`src/fgpm_regs.svh`:
```
`ifndef FGPM_REGS_SVH
`define FGPM_REGS_SVH
// Operation
// RL1 - After power-up the controller starts in the active state.
// RL2 - In the active state measurement and estimation run continuously.
// RL3 - In sleep, measurement and estimation stop while register contents are kept.
// RL4 - With bus-low sleep enabled, both lines low for the idle time puts the device to sleep.
// RL5 - Bus-low sleep ends as soon as either line is high.
// RL6 - With undervoltage sleep enabled, low cell voltage plus a steady bus for the idle time sleeps. The code sleeps only with both lines low or both high.
// RL7 - Undervoltage sleep ends on any level change of either line.
// RL8 - The host releases the bus high before a START to wake bus-low sleep.
// RL9 - After undervoltage sleep entered with the bus low, the host releases the bus first.
// RL10 - After undervoltage sleep entered with the bus high, a START is accepted directly.
// RL11 - A host powering up on a charger sends START, STOP, START to wake either sleep.
// RL12 - A host wanting bus-low sleep holds the bus low beyond the longest idle time.
// RL13 - The host keeps clock low periods shorter than the idle time in normal transfers.
// RL14 - With a charger that never drives the bus, the device stays asleep and does not measure.
// RL15 - Idle time is counted on the time base and restarts on any change of either line.
`define FGPM_CLK_HZ         10000000
`define FGPM_IDLE_SLEEP_MS  2000
`define FGPM_IDLE_CYCLES    ((`FGPM_CLK_HZ / 1000) * `FGPM_IDLE_SLEEP_MS)
`define FGPM_CNT_W          32
`endif

```
`src/fgpm_pkg.sv`:
```
package fgpm_pkg;
    typedef enum logic [1:0] {
        FGPM_ACTIVE   = 2'b00,
        FGPM_SLEEP_BL = 2'b01,
        FGPM_SLEEP_UV = 2'b10
    } fgpm_state_t;
endpackage

```
`src/fgpm_bus_if.sv`:
```
`timescale 1ns/1ps
interface fgpm_bus_if;
    logic sda;
    logic scl;
    logic change;
    logic clear;
    logic idle_done;
    modport ctl (input sda, input scl, input change, input idle_done, output clear);
    modport mon (output sda, output scl, output change, output idle_done, input clear);
endinterface

```
`src/fgpm_bus_monitor.sv`:
```
`timescale 1ns/1ps
`include "fgpm_regs.svh"
module fgpm_bus_monitor #(
    parameter int unsigned IDLE_CYCLES = `FGPM_IDLE_CYCLES
) (
    input  wire logic clk,
    input  wire logic rst_n,
    input  wire logic sda_in,
    input  wire logic scl_in,
    fgpm_bus_if.mon   bus
);
    // Limit must sit above the restart cycle
    if (IDLE_CYCLES < 2) begin : g_idle_check
        $error("IDLE_CYCLES too small");
    end
    logic [2:0]               sda_sync_reg;
    logic [2:0]               scl_sync_reg;
    logic                     sda_reg;
    logic                     scl_reg;
    logic [`FGPM_CNT_W-1:0]   cnt_reg;
    logic                     done_reg;
    // Third stage agreeing with second filters a metastable first stage
    wire sda_agree = sda_sync_reg[1] == sda_sync_reg[2];
    wire scl_agree = scl_sync_reg[1] == scl_sync_reg[2];
    wire sda_new   = sda_agree ? sda_sync_reg[2] : sda_reg;
    wire scl_new   = scl_agree ? scl_sync_reg[2] : scl_reg;
    wire changed   = (sda_new != sda_reg) || (scl_new != scl_reg);
    wire [`FGPM_CNT_W-1:0] cnt_next = cnt_reg + `FGPM_CNT_W'h1;
    wire at_limit  = cnt_reg >= `FGPM_CNT_W'(IDLE_CYCLES - 1);
    // Pins have pull-downs, so reset as low
    always_ff @(posedge clk or negedge rst_n) begin
        if (!rst_n) begin
            sda_sync_reg <= 3'h0;
            scl_sync_reg <= 3'h0;
            sda_reg      <= 1'b0;
            scl_reg      <= 1'b0;
        end else begin
            sda_sync_reg <= {sda_sync_reg[1:0], sda_in};
            scl_sync_reg <= {scl_sync_reg[1:0], scl_in};
            sda_reg      <= sda_new;
            scl_reg      <= scl_new;
        end
    end
    // RL15 restart on edge
    always_ff @(posedge clk or negedge rst_n) begin
        if (!rst_n) begin
            cnt_reg  <= '0;
            done_reg <= 1'b0;
        end else if (changed || bus.clear) begin
            cnt_reg  <= '0;
            done_reg <= 1'b0;
        end else if (!at_limit) begin
            cnt_reg  <= cnt_next;
        end else begin
            done_reg <= 1'b1;
        end
    end
    assign bus.sda       = sda_reg;
    assign bus.scl       = scl_reg;
    assign bus.change    = changed;
    assign bus.idle_done = done_reg;
endmodule

```
`src/fgpm_power_ctrl.sv`:
```
`timescale 1ns/1ps
`include "fgpm_regs.svh"
module fgpm_power_ctrl
    import fgpm_pkg::*;
#(
    parameter int unsigned IDLE_CYCLES = `FGPM_IDLE_CYCLES
) (
    input  wire logic       clk,
    input  wire logic       rst_n,
    input  wire logic       sda_in,
    input  wire logic       scl_in,
    input  wire logic       sleep_on_bus_low_enable,
    input  wire logic       sleep_on_undervoltage_enable,
    input  wire logic       cell_below_sleep_threshold,
    output logic            measure_enable,
    output logic            sleeping,
    output logic            start_ready,
    output fgpm_pkg::fgpm_state_t power_state
);
    import fgpm_pkg::*;
    fgpm_bus_if bus ();
    fgpm_bus_monitor #(.IDLE_CYCLES(IDLE_CYCLES)) u_mon (
        .clk    (clk),
        .rst_n  (rst_n),
        .sda_in (sda_in),
        .scl_in (scl_in),
        .bus    (bus)
    );
    fgpm_state_t state_reg;
    fgpm_state_t state_next;
    logic        uv_bus_high_reg;
    logic        uv_bus_high_next;
    logic        meas_reg;
    logic        sleep_reg;
    logic        ready_reg;

    if (IDLE_CYCLES < 2) begin : g_idle_check
        $error("IDLE_CYCLES too small");
    end

    // Shared decode of the awake state
    function automatic logic is_active(input fgpm_state_t s);
        return s == FGPM_ACTIVE;
    endfunction

    wire bus_low  = !bus.sda && !bus.scl;
    wire bus_high = bus.sda && bus.scl;
    wire bus_any_high = bus.sda || bus.scl;
    // RL4 both lines low long enough
    wire go_bl = sleep_on_bus_low_enable && bus_low && bus.idle_done && !bus.change;
    // RL6 steady bus and low cell
    wire go_uv = sleep_on_undervoltage_enable && cell_below_sleep_threshold
                 && (bus_low || bus_high) && bus.idle_done && !bus.change;
    // Idle count parked in sleep, saves toggling
    assign bus.clear = sleep_reg;
    always_comb begin
        state_next       = state_reg;
        uv_bus_high_next = uv_bus_high_reg;
        case (state_reg)
            FGPM_ACTIVE: begin
                if (go_bl) begin
                    state_next = FGPM_SLEEP_BL;
                end else if (go_uv) begin
                    state_next       = FGPM_SLEEP_UV;
                    uv_bus_high_next = bus_high;
                end
            end
            // RL5 wake on any high; RL14 stays while lines low
            FGPM_SLEEP_BL: begin
                if (bus_any_high) state_next = FGPM_ACTIVE;
            end
            // RL7 wake on any change
            FGPM_SLEEP_UV: begin
                if (bus.change) state_next = FGPM_ACTIVE;
            end
            default: state_next = FGPM_ACTIVE;
        endcase
    end
    // RL1 active after reset
    always_ff @(posedge clk or negedge rst_n) begin
        if (!rst_n) begin
            state_reg       <= FGPM_ACTIVE;
            uv_bus_high_reg <= 1'b0;
        end else begin
            state_reg       <= state_next;
            uv_bus_high_reg <= uv_bus_high_next;
        end
    end

    // RL2 RL3 measure and sleep flags from the next state
    always_ff @(posedge clk or negedge rst_n) begin
        if (!rst_n) begin
            meas_reg  <= 1'b1;
            sleep_reg <= 1'b0;
            ready_reg <= 1'b0;
        end else begin
            meas_reg  <= is_active(state_next);
            sleep_reg <= !is_active(state_next);
            // RL10 start taken directly
            ready_reg <= is_active(state_next)
                         || (state_next == FGPM_SLEEP_UV && uv_bus_high_next);
        end
    end
    assign measure_enable = meas_reg;
    assign sleeping       = sleep_reg;
    assign start_ready    = ready_reg;
    assign power_state    = state_reg;

    // Assertion helper, counted apart from the monitor
    logic [`FGPM_CNT_W-1:0] steady_reg;
    always_ff @(posedge clk or negedge rst_n) begin
        if (!rst_n) begin
            steady_reg <= '0;
        end else if (bus.change) begin
            steady_reg <= '0;
        end else if (steady_reg != '1) begin
            steady_reg <= steady_reg + `FGPM_CNT_W'h1;
        end
    end
endmodule

```
`config.mk`:
```
export PLATFORM = sky130hd
export DESIGN_NAME = fgpm_power_ctrl
export DESIGN_NICKNAME = d
export VERILOG_FILES = /design/src/fgpm_pkg.sv /design/src/fgpm_bus_if.sv /design/src/fgpm_bus_monitor.sv /design/src/fgpm_power_ctrl.sv
export VERILOG_INCLUDE_DIRS = /design/src
export SDC_FILE = /design/constraint.sdc
export NUM_CORES = 1
export LEC_CHECK = 0
export BUFFER_PORTS_ARGS = -buffer_cell sky130_fd_sc_hd__buf_2
export CORE_MARGIN = 2
export CORE_UTILIZATION = 60
export CTS_BUF_LIST = sky130_fd_sc_hd__clkbuf_4 sky130_fd_sc_hd__clkbuf_8 sky130_fd_sc_hd__clkbuf_16
export CTS_CLUSTER_DIAMETER = 100
export DETAILED_ROUTE_END_ITERATION = 10
export PLACE_DENSITY = 0.8
export SKIP_CTS_REPAIR_TIMING = 1
export SLEW_MARGIN = 5
export SYNTH_ARGS = -nofsm -noshare
export SYNTH_HDL_FRONTEND = slang
export SYNTH_SLANG_ARGS = --single-unit
```
`constraint.sdc`:
```
create_clock -name clk -period 2.85 [get_ports clk]
set_input_delay 0.57 -clock clk [delete_from_list [all_inputs] [get_ports clk]]
set_output_delay 0.57 -clock clk [all_outputs]
set_load 0.05 [all_outputs]
```
### Yosys cells after proc, flatten, opt, wreduce, memory -nomap -nowiden

Index checks and enable logic that the tools add are counted.

| storage, ports and cells | value |
|---|---|
| register bits after elaboration | 47 |
| logic and storage cells | 57 |
| output and inout port bits | 5 |
| input port bits | 7 |

| operators by class | value |
|---|---|
| equal/unequal tests | 8 |
| add/sub/neg operators | 1 |
| $lt $le $gt $ge | 1 |
| reduce and logical (&&, ||, !) cells | 22 |
| muxes and demuxes | 14 |

Operators with widths:

| kind | number |
|---|---|
| $mux 32 | 2 |
| $add 32x1->32 const B | 1 |
| $ge 32x25->1 const B | 1 |
| $logic_and 1x1->1 | 10 |
| $mux 2 | 4 |
| $mux 1 | 7 |
| $pmux 2 s3 | 1 |
| $logic_or 1x1->1 | 5 |
| $eq 2x2->1 const B | 2 |
| $logic_not 1->1 | 4 |
| $logic_not 2->1 | 2 |
| $eq 1x1->1 | 2 |
| $eq 2x1->1 const B | 1 |
| $ne 1x1->1 | 2 |
| $ne 2x2->1 const B | 1 |
| $reduce_bool 2->1 | 1 |

### Depth between registers and ports, before layout

Gate-level depths: netlist of run 1.

| logic depth | value |
|---|---|
| depth after elaboration | 12 |
| gate-level depth with buffers | 8 |
| depth with buffers taken out | 7 |

### Hierarchy

Synthesis of run 1 repeated with hierarchy kept, for this count alone.

| second synthesis, totals | value |
|---|---|
| cells, all modules | 231 |
| area total of the unflattened synthesis | 2280.9 µm² |

By module, submodules not included:

| module | instances | area each (µm²) | seq. area each (µm²) | cells an instance |
|---|---|---|---|---|
| fgpm_bus_monitor | 1 | 1980.6 | 1026.0 | 206 |
| fgpm_power_ctrl | 1 | 300.3 | 151.4 | 25 |

### Least setup slack after synthesis of run 1

Ideal clock, no wire load.

| timing path | value |
|---|---|
| path kind | register to register |
| start | register u_mon.cnt_reg[14] |
| end | register u_mon.cnt_reg[13] |
| required time | 2.772 ns |
| buffers on the path | 2 |
| setup time | 0.078 ns |
| data arrival time | 2.048 ns |
| period minus slack after synthesis | 2.126 ns |
| path slack | 0.724 ns |
| cell stages (with the launch flop) | 7 |
| cells stage by stage | dfrtp_1 buf_6 or4_1 o311a_1 buf_2 or4_1 a21oi_1 |

| on the way | value |
|---|---|
| word-level cells in the longest chain between the ends | 2 |

RTL lines:

| item | RTL line | source |
|---|---|---|
| start, declared | fgpm_bus_monitor.sv:20 | `` logic [`FGPM_CNT_W-1:0] cnt_reg; `` |
| start signal, assigned | fgpm_bus_monitor.sv:53 | `cnt_reg <= cnt_next;` |
| $ge 32x25->1 | fgpm_bus_monitor.sv:29 | `` wire at_limit = cnt_reg >= `FGPM_CNT_W'(IDLE_CYCLES - 1); `` |
| $ne 2x2->1 (no line) | -- |  |

Every way passes these cells.
A chain may end at the register's enable or synchronous reset.

### Worst setup path after layout of run 1

| timing path | value |
|---|---|
| start | register u_mon.cnt_reg[0] |
| end | register u_mon.cnt_reg[15] |

| on the way | value |
|---|---|
| word-level cells in the longest chain between the ends | 3 |
| elaborated cells between the ends (all ways) | 5 |
| those cells by class | add/sub (1); order compare (1); eq/ne (1); mux (2) |

RTL lines:

| item | RTL line | source |
|---|---|---|
| $add 32x1->32 | fgpm_bus_monitor.sv:28 | `` wire [`FGPM_CNT_W-1:0] cnt_next = cnt_reg + `FGPM_CNT_W'h1; `` |
| $mux 32 | fgpm_bus_monitor.sv:52 | `end else if (!at_limit) begin` |
| $mux 32 | fgpm_bus_monitor.sv:49 | `end else if (changed \|\| bus.clear) begin` |

Several ways; a longest one is shown, not always the timed one. The select of a mux whose other input is x is not followed.

==> summary.md, run 1 <==
| Metric | Value |
|---|---|
| Status | `complete, no violations` |
| RSZ-0062 raised after global routing | `no` |
| Die area | `4340 um2` |
| Layout cells sized above 1 | `13.0%` |
| FF+latch area | `1180 um2` |
| Critical Path Max Stage Delay | `0.47 ns` |
| Site Rows | `22` |
| Setup violators final | `0` |
| Cells along the critical path | `ha_1 > and2_0 > and3_1 > o311a_1 > buf_4 > or4_1 > a21oi_1` |
| Crit. End Element | `flip-flop` |
| Multi-input logic area | `1050 um2` |
| Critical path required time | `3.07 ns` |
| Worst skew pair latency | `0.30 ns` |
| Clk Tree Root Cell | `clkbuf_8` |
| CP bufs+invs | `1` |
| TritonCTS Buffers | `5` |
| Synthesized Nets | `236` |
| Core area | `3660 um2` |
| Chip Width | `65.9 um` |
| Top FF cell, synth | `dfrtp_1` |
| F_max | `435 MHz` |
| Synth area leader | `dfrtp_1` |
| Effective utilization at floorplan | `62.7%` |
| Crit path max-delay family | `simple AND/OR/NAND/NOR gates` |
| Layout net count | `248` |
| Die Height | `65.9 um` |
| Antenna cells | `0` |
| Power Dens Cells | `480 nW/um2` |
| Clock skew | `0.00929 ns` |
| Min cycle time layout | `2.30 ns` |
| Top-Level Pins | `12` |
| TritonRoute pass-1 iters | `4` |
| Pin count of the biggest net entering global routing | `26` |
| LEAKAGE | `1.10 nW` |
| Antenna Nets Post-Route | `0` |
| Synth top cells by count | `dfrtp_1, a21oi_1, nand3_1, o31ai_1` |
| Final worst path period share | `80.7%` |
| Initial antenna violation count | `0` |
| CP Launch Type | `flip-flop` |
| Register area share after synthesis | `51.3%` |
| Worst Slack Setup Final | `0.551 ns` |
| Vias in the first global route | `1783` |
| Final Hold Viols | `0` |
| Post-Syn Area per Cell | `10.2 um2` |
| DRC viols | `0` |
| EDFF count, synth | `0` |
| Fillcell total | `293` |
| H-tree depth | `2` |
| Slowest-stage cell, CP | `or4_1` |
| Worst-Margin Slew | `0.536 ns` |
| Maximum vdd drop | `0.000388 V` |
| Routed Wire Length | `4600 um` |
| Grt ovf | `0` |
| Port Buffers | `11` |
| Async SR Flop Fraction | `100%` |
| Synthesis-to-finish area growth | `8.55%` |
| Final HPWL DP | `3230 um` |
| Post-place instance area | `2400 um2` |
| Routed length per placed instance | `16.0 um` |
| Fin Hold WS | `0.222 ns` |
| Synth Instances | `226` |
| Hold WC Path Type | `primary input to async pin` |
| Cell area after layout | `2490 um2` |
| Global-route wire length before repair | `8150 um` |
| Yosys warning total | `0` |
| Top cells by area, synth | `dfrtp_1, o31ai_1, or4_1` |
| Flops & latches, synth | `47` |
| Critical path peak fanout | `18` |
| Total track usage | `24.6%` |
| Vias post-DR | `1836` |
| Final setup TNS | `0 ns` |
| Post-synthesis cell type count | `48` |
| Critical path class | `flip-flop to flip-flop` |
| Sink Count | `47` |
| Avg Vias per Cell | `6.40` |
| Reg clk slew, reported paths | `0.09 ns` |
| Max reg flops | `32` |
| Cell Area, Synth | `2300 um2` |
| Arr. time, crit path | `2.52 ns` |
| Slew Limit Fails | `0` |
| CTS tree | `built` |
| CTS Buffer Depth | `2` |
| Initial DRC Count | `177` |
| Most frequent cell after synthesis | `dfrtp_1` |
| GPL Wtd Cong | `0.881` |
| Worst slew margin | `64.0%` |
| Max Cap Viol | `0` |
| Post-place setup slack | `0.586 ns` |
| Post-synth top area share | `50.1%` |
[final cells by class]
cell class / instances / area share (%)
sequential: 47 / 47.2
tap: 48 / 2.41
multi-input combinational: 162 / 41.9
inverter: 5 / 0.753
clock inverter: 3 / 0.903
timing repair buffer: 17 / 4.01
clock buffer: 5 / 2.76
[routing by layer]
metal | wire [um] | up-vias | track usage [%]
li1 | - | 884 | -
met4 | 49 | 0 | 7.81
met3 | 187 | 5 | 5.11
met2 | 2240 | 36 | 39.3
met1 | 2130 | 911 | 33.7
met5 | 0 | - | 0
[power breakdown]
part / internal [mW] / switching [mW] / leakage [nW]
clock: 0.176 / 0.226 / 0.0485
combinational: 0.0346 / 0.0653 / 0.427
sequential: 0.683 / 0.0134 / 0.627
total: 0.893 / 0.304 / 1.10
[path summary, 6_finish.rpt]
path | cells past startpoint | slack, ns | from | end
min in group clk | 0 | 0.37 | u_mon.scl_sync_reg[0] | u_mon.scl_sync_reg[1]
setup / recovery | 7 | 0.55 | u_mon.cnt_reg[0] | u_mon.cnt_reg[15]
setup reg to reg | 7 | 0.55 | u_mon.cnt_reg[0] | u_mon.cnt_reg[15]
max in group asynchronous | 2 | 1.88 | rst_n | measure_enable
hold reg to reg | 0 | 0.37 | u_mon.scl_sync_reg[0] | u_mon.scl_sync_reg[1]
hold / removal | 1 | 0.22 | rst_n | u_mon.cnt_reg[25]
[per-stage QoR]
step	total power, mW	util, %	cells
2_1_floorplan	0.768	-	226
4_1_cts	1.21	68.1	287
3_3_place_gp	0.808	65.6	279
3_5_place_dp	0.810	65.6	279
5_1_grt	1.26	68.1	287
6_report	1.20	68.1	287
[layout by cell type, fill, tap and decap left out, types with 5 or more instances in the layout]
cell	count
buf_4	6
inv_1	5
nand2_1	12
and2_1	8
nand4_1	10
and3_1	5
a21oi_1	15
nand3_1	13
dfrtp_1	46
clkbuf_8	5
or4_1	11
o31ai_1	13
o211ai_1	6
nor2_1	12
buf_2	11
[kinds of logic (layout without fill, tap and decap cells)]
family / Yosys count / count (layout) / synth area share, %
AND/OR/NAND/NOR: 97 / 97 / 24.5
AO/OA/AOI/OAI: 56 / 56 / 17.0
flip-flops: 47 / 47 / 51.3
buffers and inverters: 17 / 30 / 3.21
adder cells (fa/ha/maj): 4 / 4 / 2.07
XOR/XNOR: 4 / 4 / 1.53
multiplexers: 1 / 1 / 0.490
Power figures use the tool's default switching activity.
==> run 2, diff against run 1 <==
ABC_AREA = 1   (was default)
CORE_UTILIZATION = 55   (was 60)
PLACE_DENSITY = 0.77   (was 0.8)
clock period = 1.95 ns   (was 2.85 ns; I/O delays follow)
==> run 2 against run 1 <==
Highest routed layer unchanged. Die area grew 31%. Register-to-register slack got worse by 0.29 ns. Synthesized cell count increased by 73%. First-iteration DRC count up 6.2%. Hold slack worse by 0.066 ns. Sequential share of layout area is 8.8 points lower. Non-clock buffer count increased by 2. Via count grew 35%. Critical path type unchanged. Global-route usage is 0.77 points lower. Power is 63% higher. Fmax up 36%.
==> summary.md, run 2 <==
| Metric | Value |
|---|---|
| Status | `complete, no violations` |
| Avg Vias per Cell | `5.20` |
| Crit. End Element | `flip-flop` |
| Max reg flops | `32` |
| Maximum vdd drop | `0.000544 V` |
| Slowest-stage cell, CP | `dfrtp_1` |
| Final setup TNS | `0 ns` |
| Tot Pwr | `1.95 mW` |
| Site Rows | `25` |
| Commonest non-fill, non-tap cell in the layout | `nand2_1` |
| Pin count of the biggest net entering global routing | `48` |
| Synth top cells by count | `nand2_1, nor2_1, dfrtp_1` |
| Effective utilization at floorplan | `58.0%` |
| Met3 wire length | `248 um` |
| Util after Layout | `63.6%` |
| Synth area leader | `dfrtp_1` |
| Clock skew | `0.00542 ns` |
| Top FF cell, synth | `dfrtp_1` |
| Antenna Nets Post-Route | `0` |
| TritonCTS Buffers | `5` |
| Fin Hold WS | `0.157 ns` |
| Core area | `4820 um2` |
| LEAKAGE | `1.55 nW` |
| Vias post-DR | `2471` |
| Worst-Margin Slew | `0.587 ns` |
| Port Buffers | `11` |
| RSZ-0062 raised after global routing | `no` |
| R2R depth | `9` |
| Vias in the first global route | `2318` |
| Top-Level Pins | `12` |
| Clk Tree Root Cell | `clkbuf_8` |
| Setup violators final | `0` |
| Final Hold Viols | `0` |
| Flops & latches, synth | `47` |
| Routed Wire Length | `5890 um` |
| Layout net count | `417` |
| Critical Path Max Stage Delay | `0.41 ns` |
| Critical path class | `flip-flop to flip-flop` |
| Metal2 WL | `2940 um` |
| Final HPWL DP | `4300 um` |
| Post-synth top area share | `41.2%` |
| F_max | `592 MHz` |
| Sink Count | `47` |
| Die area | `5670 um2` |
| Synthesized Nets | `401` |
| Reg clk slew, reported paths | `0.09 ns` |
| Most frequent cells in the layout | `nand2_1, nor2_1, dfrtp_1` |
| CP Launch Type | `flip-flop` |
| Post-Syn Area per Cell | `7.15 um2` |
| Power Dens Cells | `635 nW/um2` |
| H-tree depth | `2` |
| Async SR Flop Fraction | `100%` |
| Cells along the critical path | `nand2_1 > nand2_1 > nand2_1 > nand3_1 > nor2_4 > inv_2 > nor2_1 > nand2_1 > nand2_1` |
| Routed length on met1 | `2620 um` |
| Grt ovf | `0` |
| Initial DRC Count | `188` |
| Min cycle time layout | `1.69 ns` |
| Slew Limit Fails | `0` |
| Post-place setup slack | `0.268 ns` |
| Placed Cells | `467` |
| Die Height | `75.3 um` |
| Post-place instance area | `2940 um2` |
| Global-route wire length before repair | `10300 um` |
| Register area share after synthesis | `42.1%` |
| DRC viols | `0` |
| Chip Width | `75.3 um` |
| Cell Area, Synth | `2800 um2` |
| Synthesis-to-finish area growth | `9.62%` |
| Final worst path period share | `86.6%` |
| Arr. time, crit path | `1.93 ns` |
| Post-synthesis cell type count | `29` |
| GPL Wtd Cong | `0.928` |
| Layout cells sized above 1 | `10.5%` |
| Max Cap Viol | `0` |
| Hold WC Path Type | `primary input to async pin` |
| TritonRoute pass-1 iters | `4` |
| Synth Instances | `391` |
| Highest Signal Layer | `met4` |
| CTS Buffer Depth | `2` |
| Total track usage | `23.8%` |
| Worst slew margin | `60.9%` |
| Initial antenna violation count | `0` |
| Cell area after layout | `3060 um2` |
| Routed length per placed instance | `12.4 um` |
| EDFF count, synth | `0` |
| Critical path required time | `2.19 ns` |
| Critical path peak fanout | `18` |
| Top cells by area, synth | `dfrtp_1, nand2_1, nand3_1` |
| Yosys warning total | `0` |
| CP dominant cell by count | `nand2_1` |
| Antenna cells | `0` |
| Non-Filler Instances | `475` |
| Worst skew pair latency | `0.30 ns` |
| Most frequent cell after synthesis | `nand2_1` |
| CTS tree | `built` |
| Worst Slack Setup Final | `0.262 ns` |
run 2: critical path, delay by kind of cell, from the launching register on:
kind / cells / cell delay [ns]
buf+inv: 1 / 0.23
flops: 1 / 0.41
simple gates: 8 / 0.98
run 2: worst paths after layout:
kind | startpoint | to | slack [ns]
hold reg to reg | u_mon.scl_sync_reg[0] | u_mon.scl_sync_reg[1] | 0.36
setup / recovery | u_mon.sda_sync_reg[1] | u_mon.cnt_reg[23] | 0.26
max in group asynchronous | rst_n | power_state[1] | 1.38
setup reg to reg | u_mon.sda_sync_reg[1] | u_mon.cnt_reg[23] | 0.26
min in group clk | sda_in | u_mon.sda_sync_reg[0] | 0.19
hold / removal | rst_n | u_mon.cnt_reg[31] | 0.16
run 2: final cells by class:
| class | count | area (um2) |
|---|---|---|
| Clock inverter | 2 | 38.8 |
| Tap cell | 67 | 83.8 |
| Sequential cell | 47 | 1180 |
| Clock buffer | 6 | 82.6 |
| Fill cell | 452 | 1750 |
| Inverter | 44 | 166 |
| Multi-Input combinational cell | 290 | 1390 |
| Timing Repair Buffer | 19 | 128 |
run 2: logic make-up (layout without fill, tap and decap cells):
family / count (synthesis) / in the layout / synth area share [%]
adders and majority gates: 3 / 3 / 1.34
xor gates and xnor gates: 10 / 10 / 3.13
DFF: 47 / 47 / 42.1
buffers and inverters: 54 / 71 / 8.24
AOI/OAI and AO/OA: 8 / 8 / 2.01
and+or+nand+nor: 269 / 269 / 43.2
run 2: routing by layer:
layer	GRT usage [%]	up-vias
met5	0	-
met4	7.80	0
met3	3.84	9
met2	39.0	50
met1	32.6	1144
li1	-	1268
run 2: report_power, final:
part / leakage, nW / switching [mW] / total [mW] / internal [mW]
clock network: 0.0618 / 0.321 / 0.743 / 0.421
registers: 0.627 / 0.0195 / 1.02 / 0.998
logic: 0.863 / 0.131 / 0.187 / 0.0560
total: 1.55 / 0.472 / 1.95 / 1.48
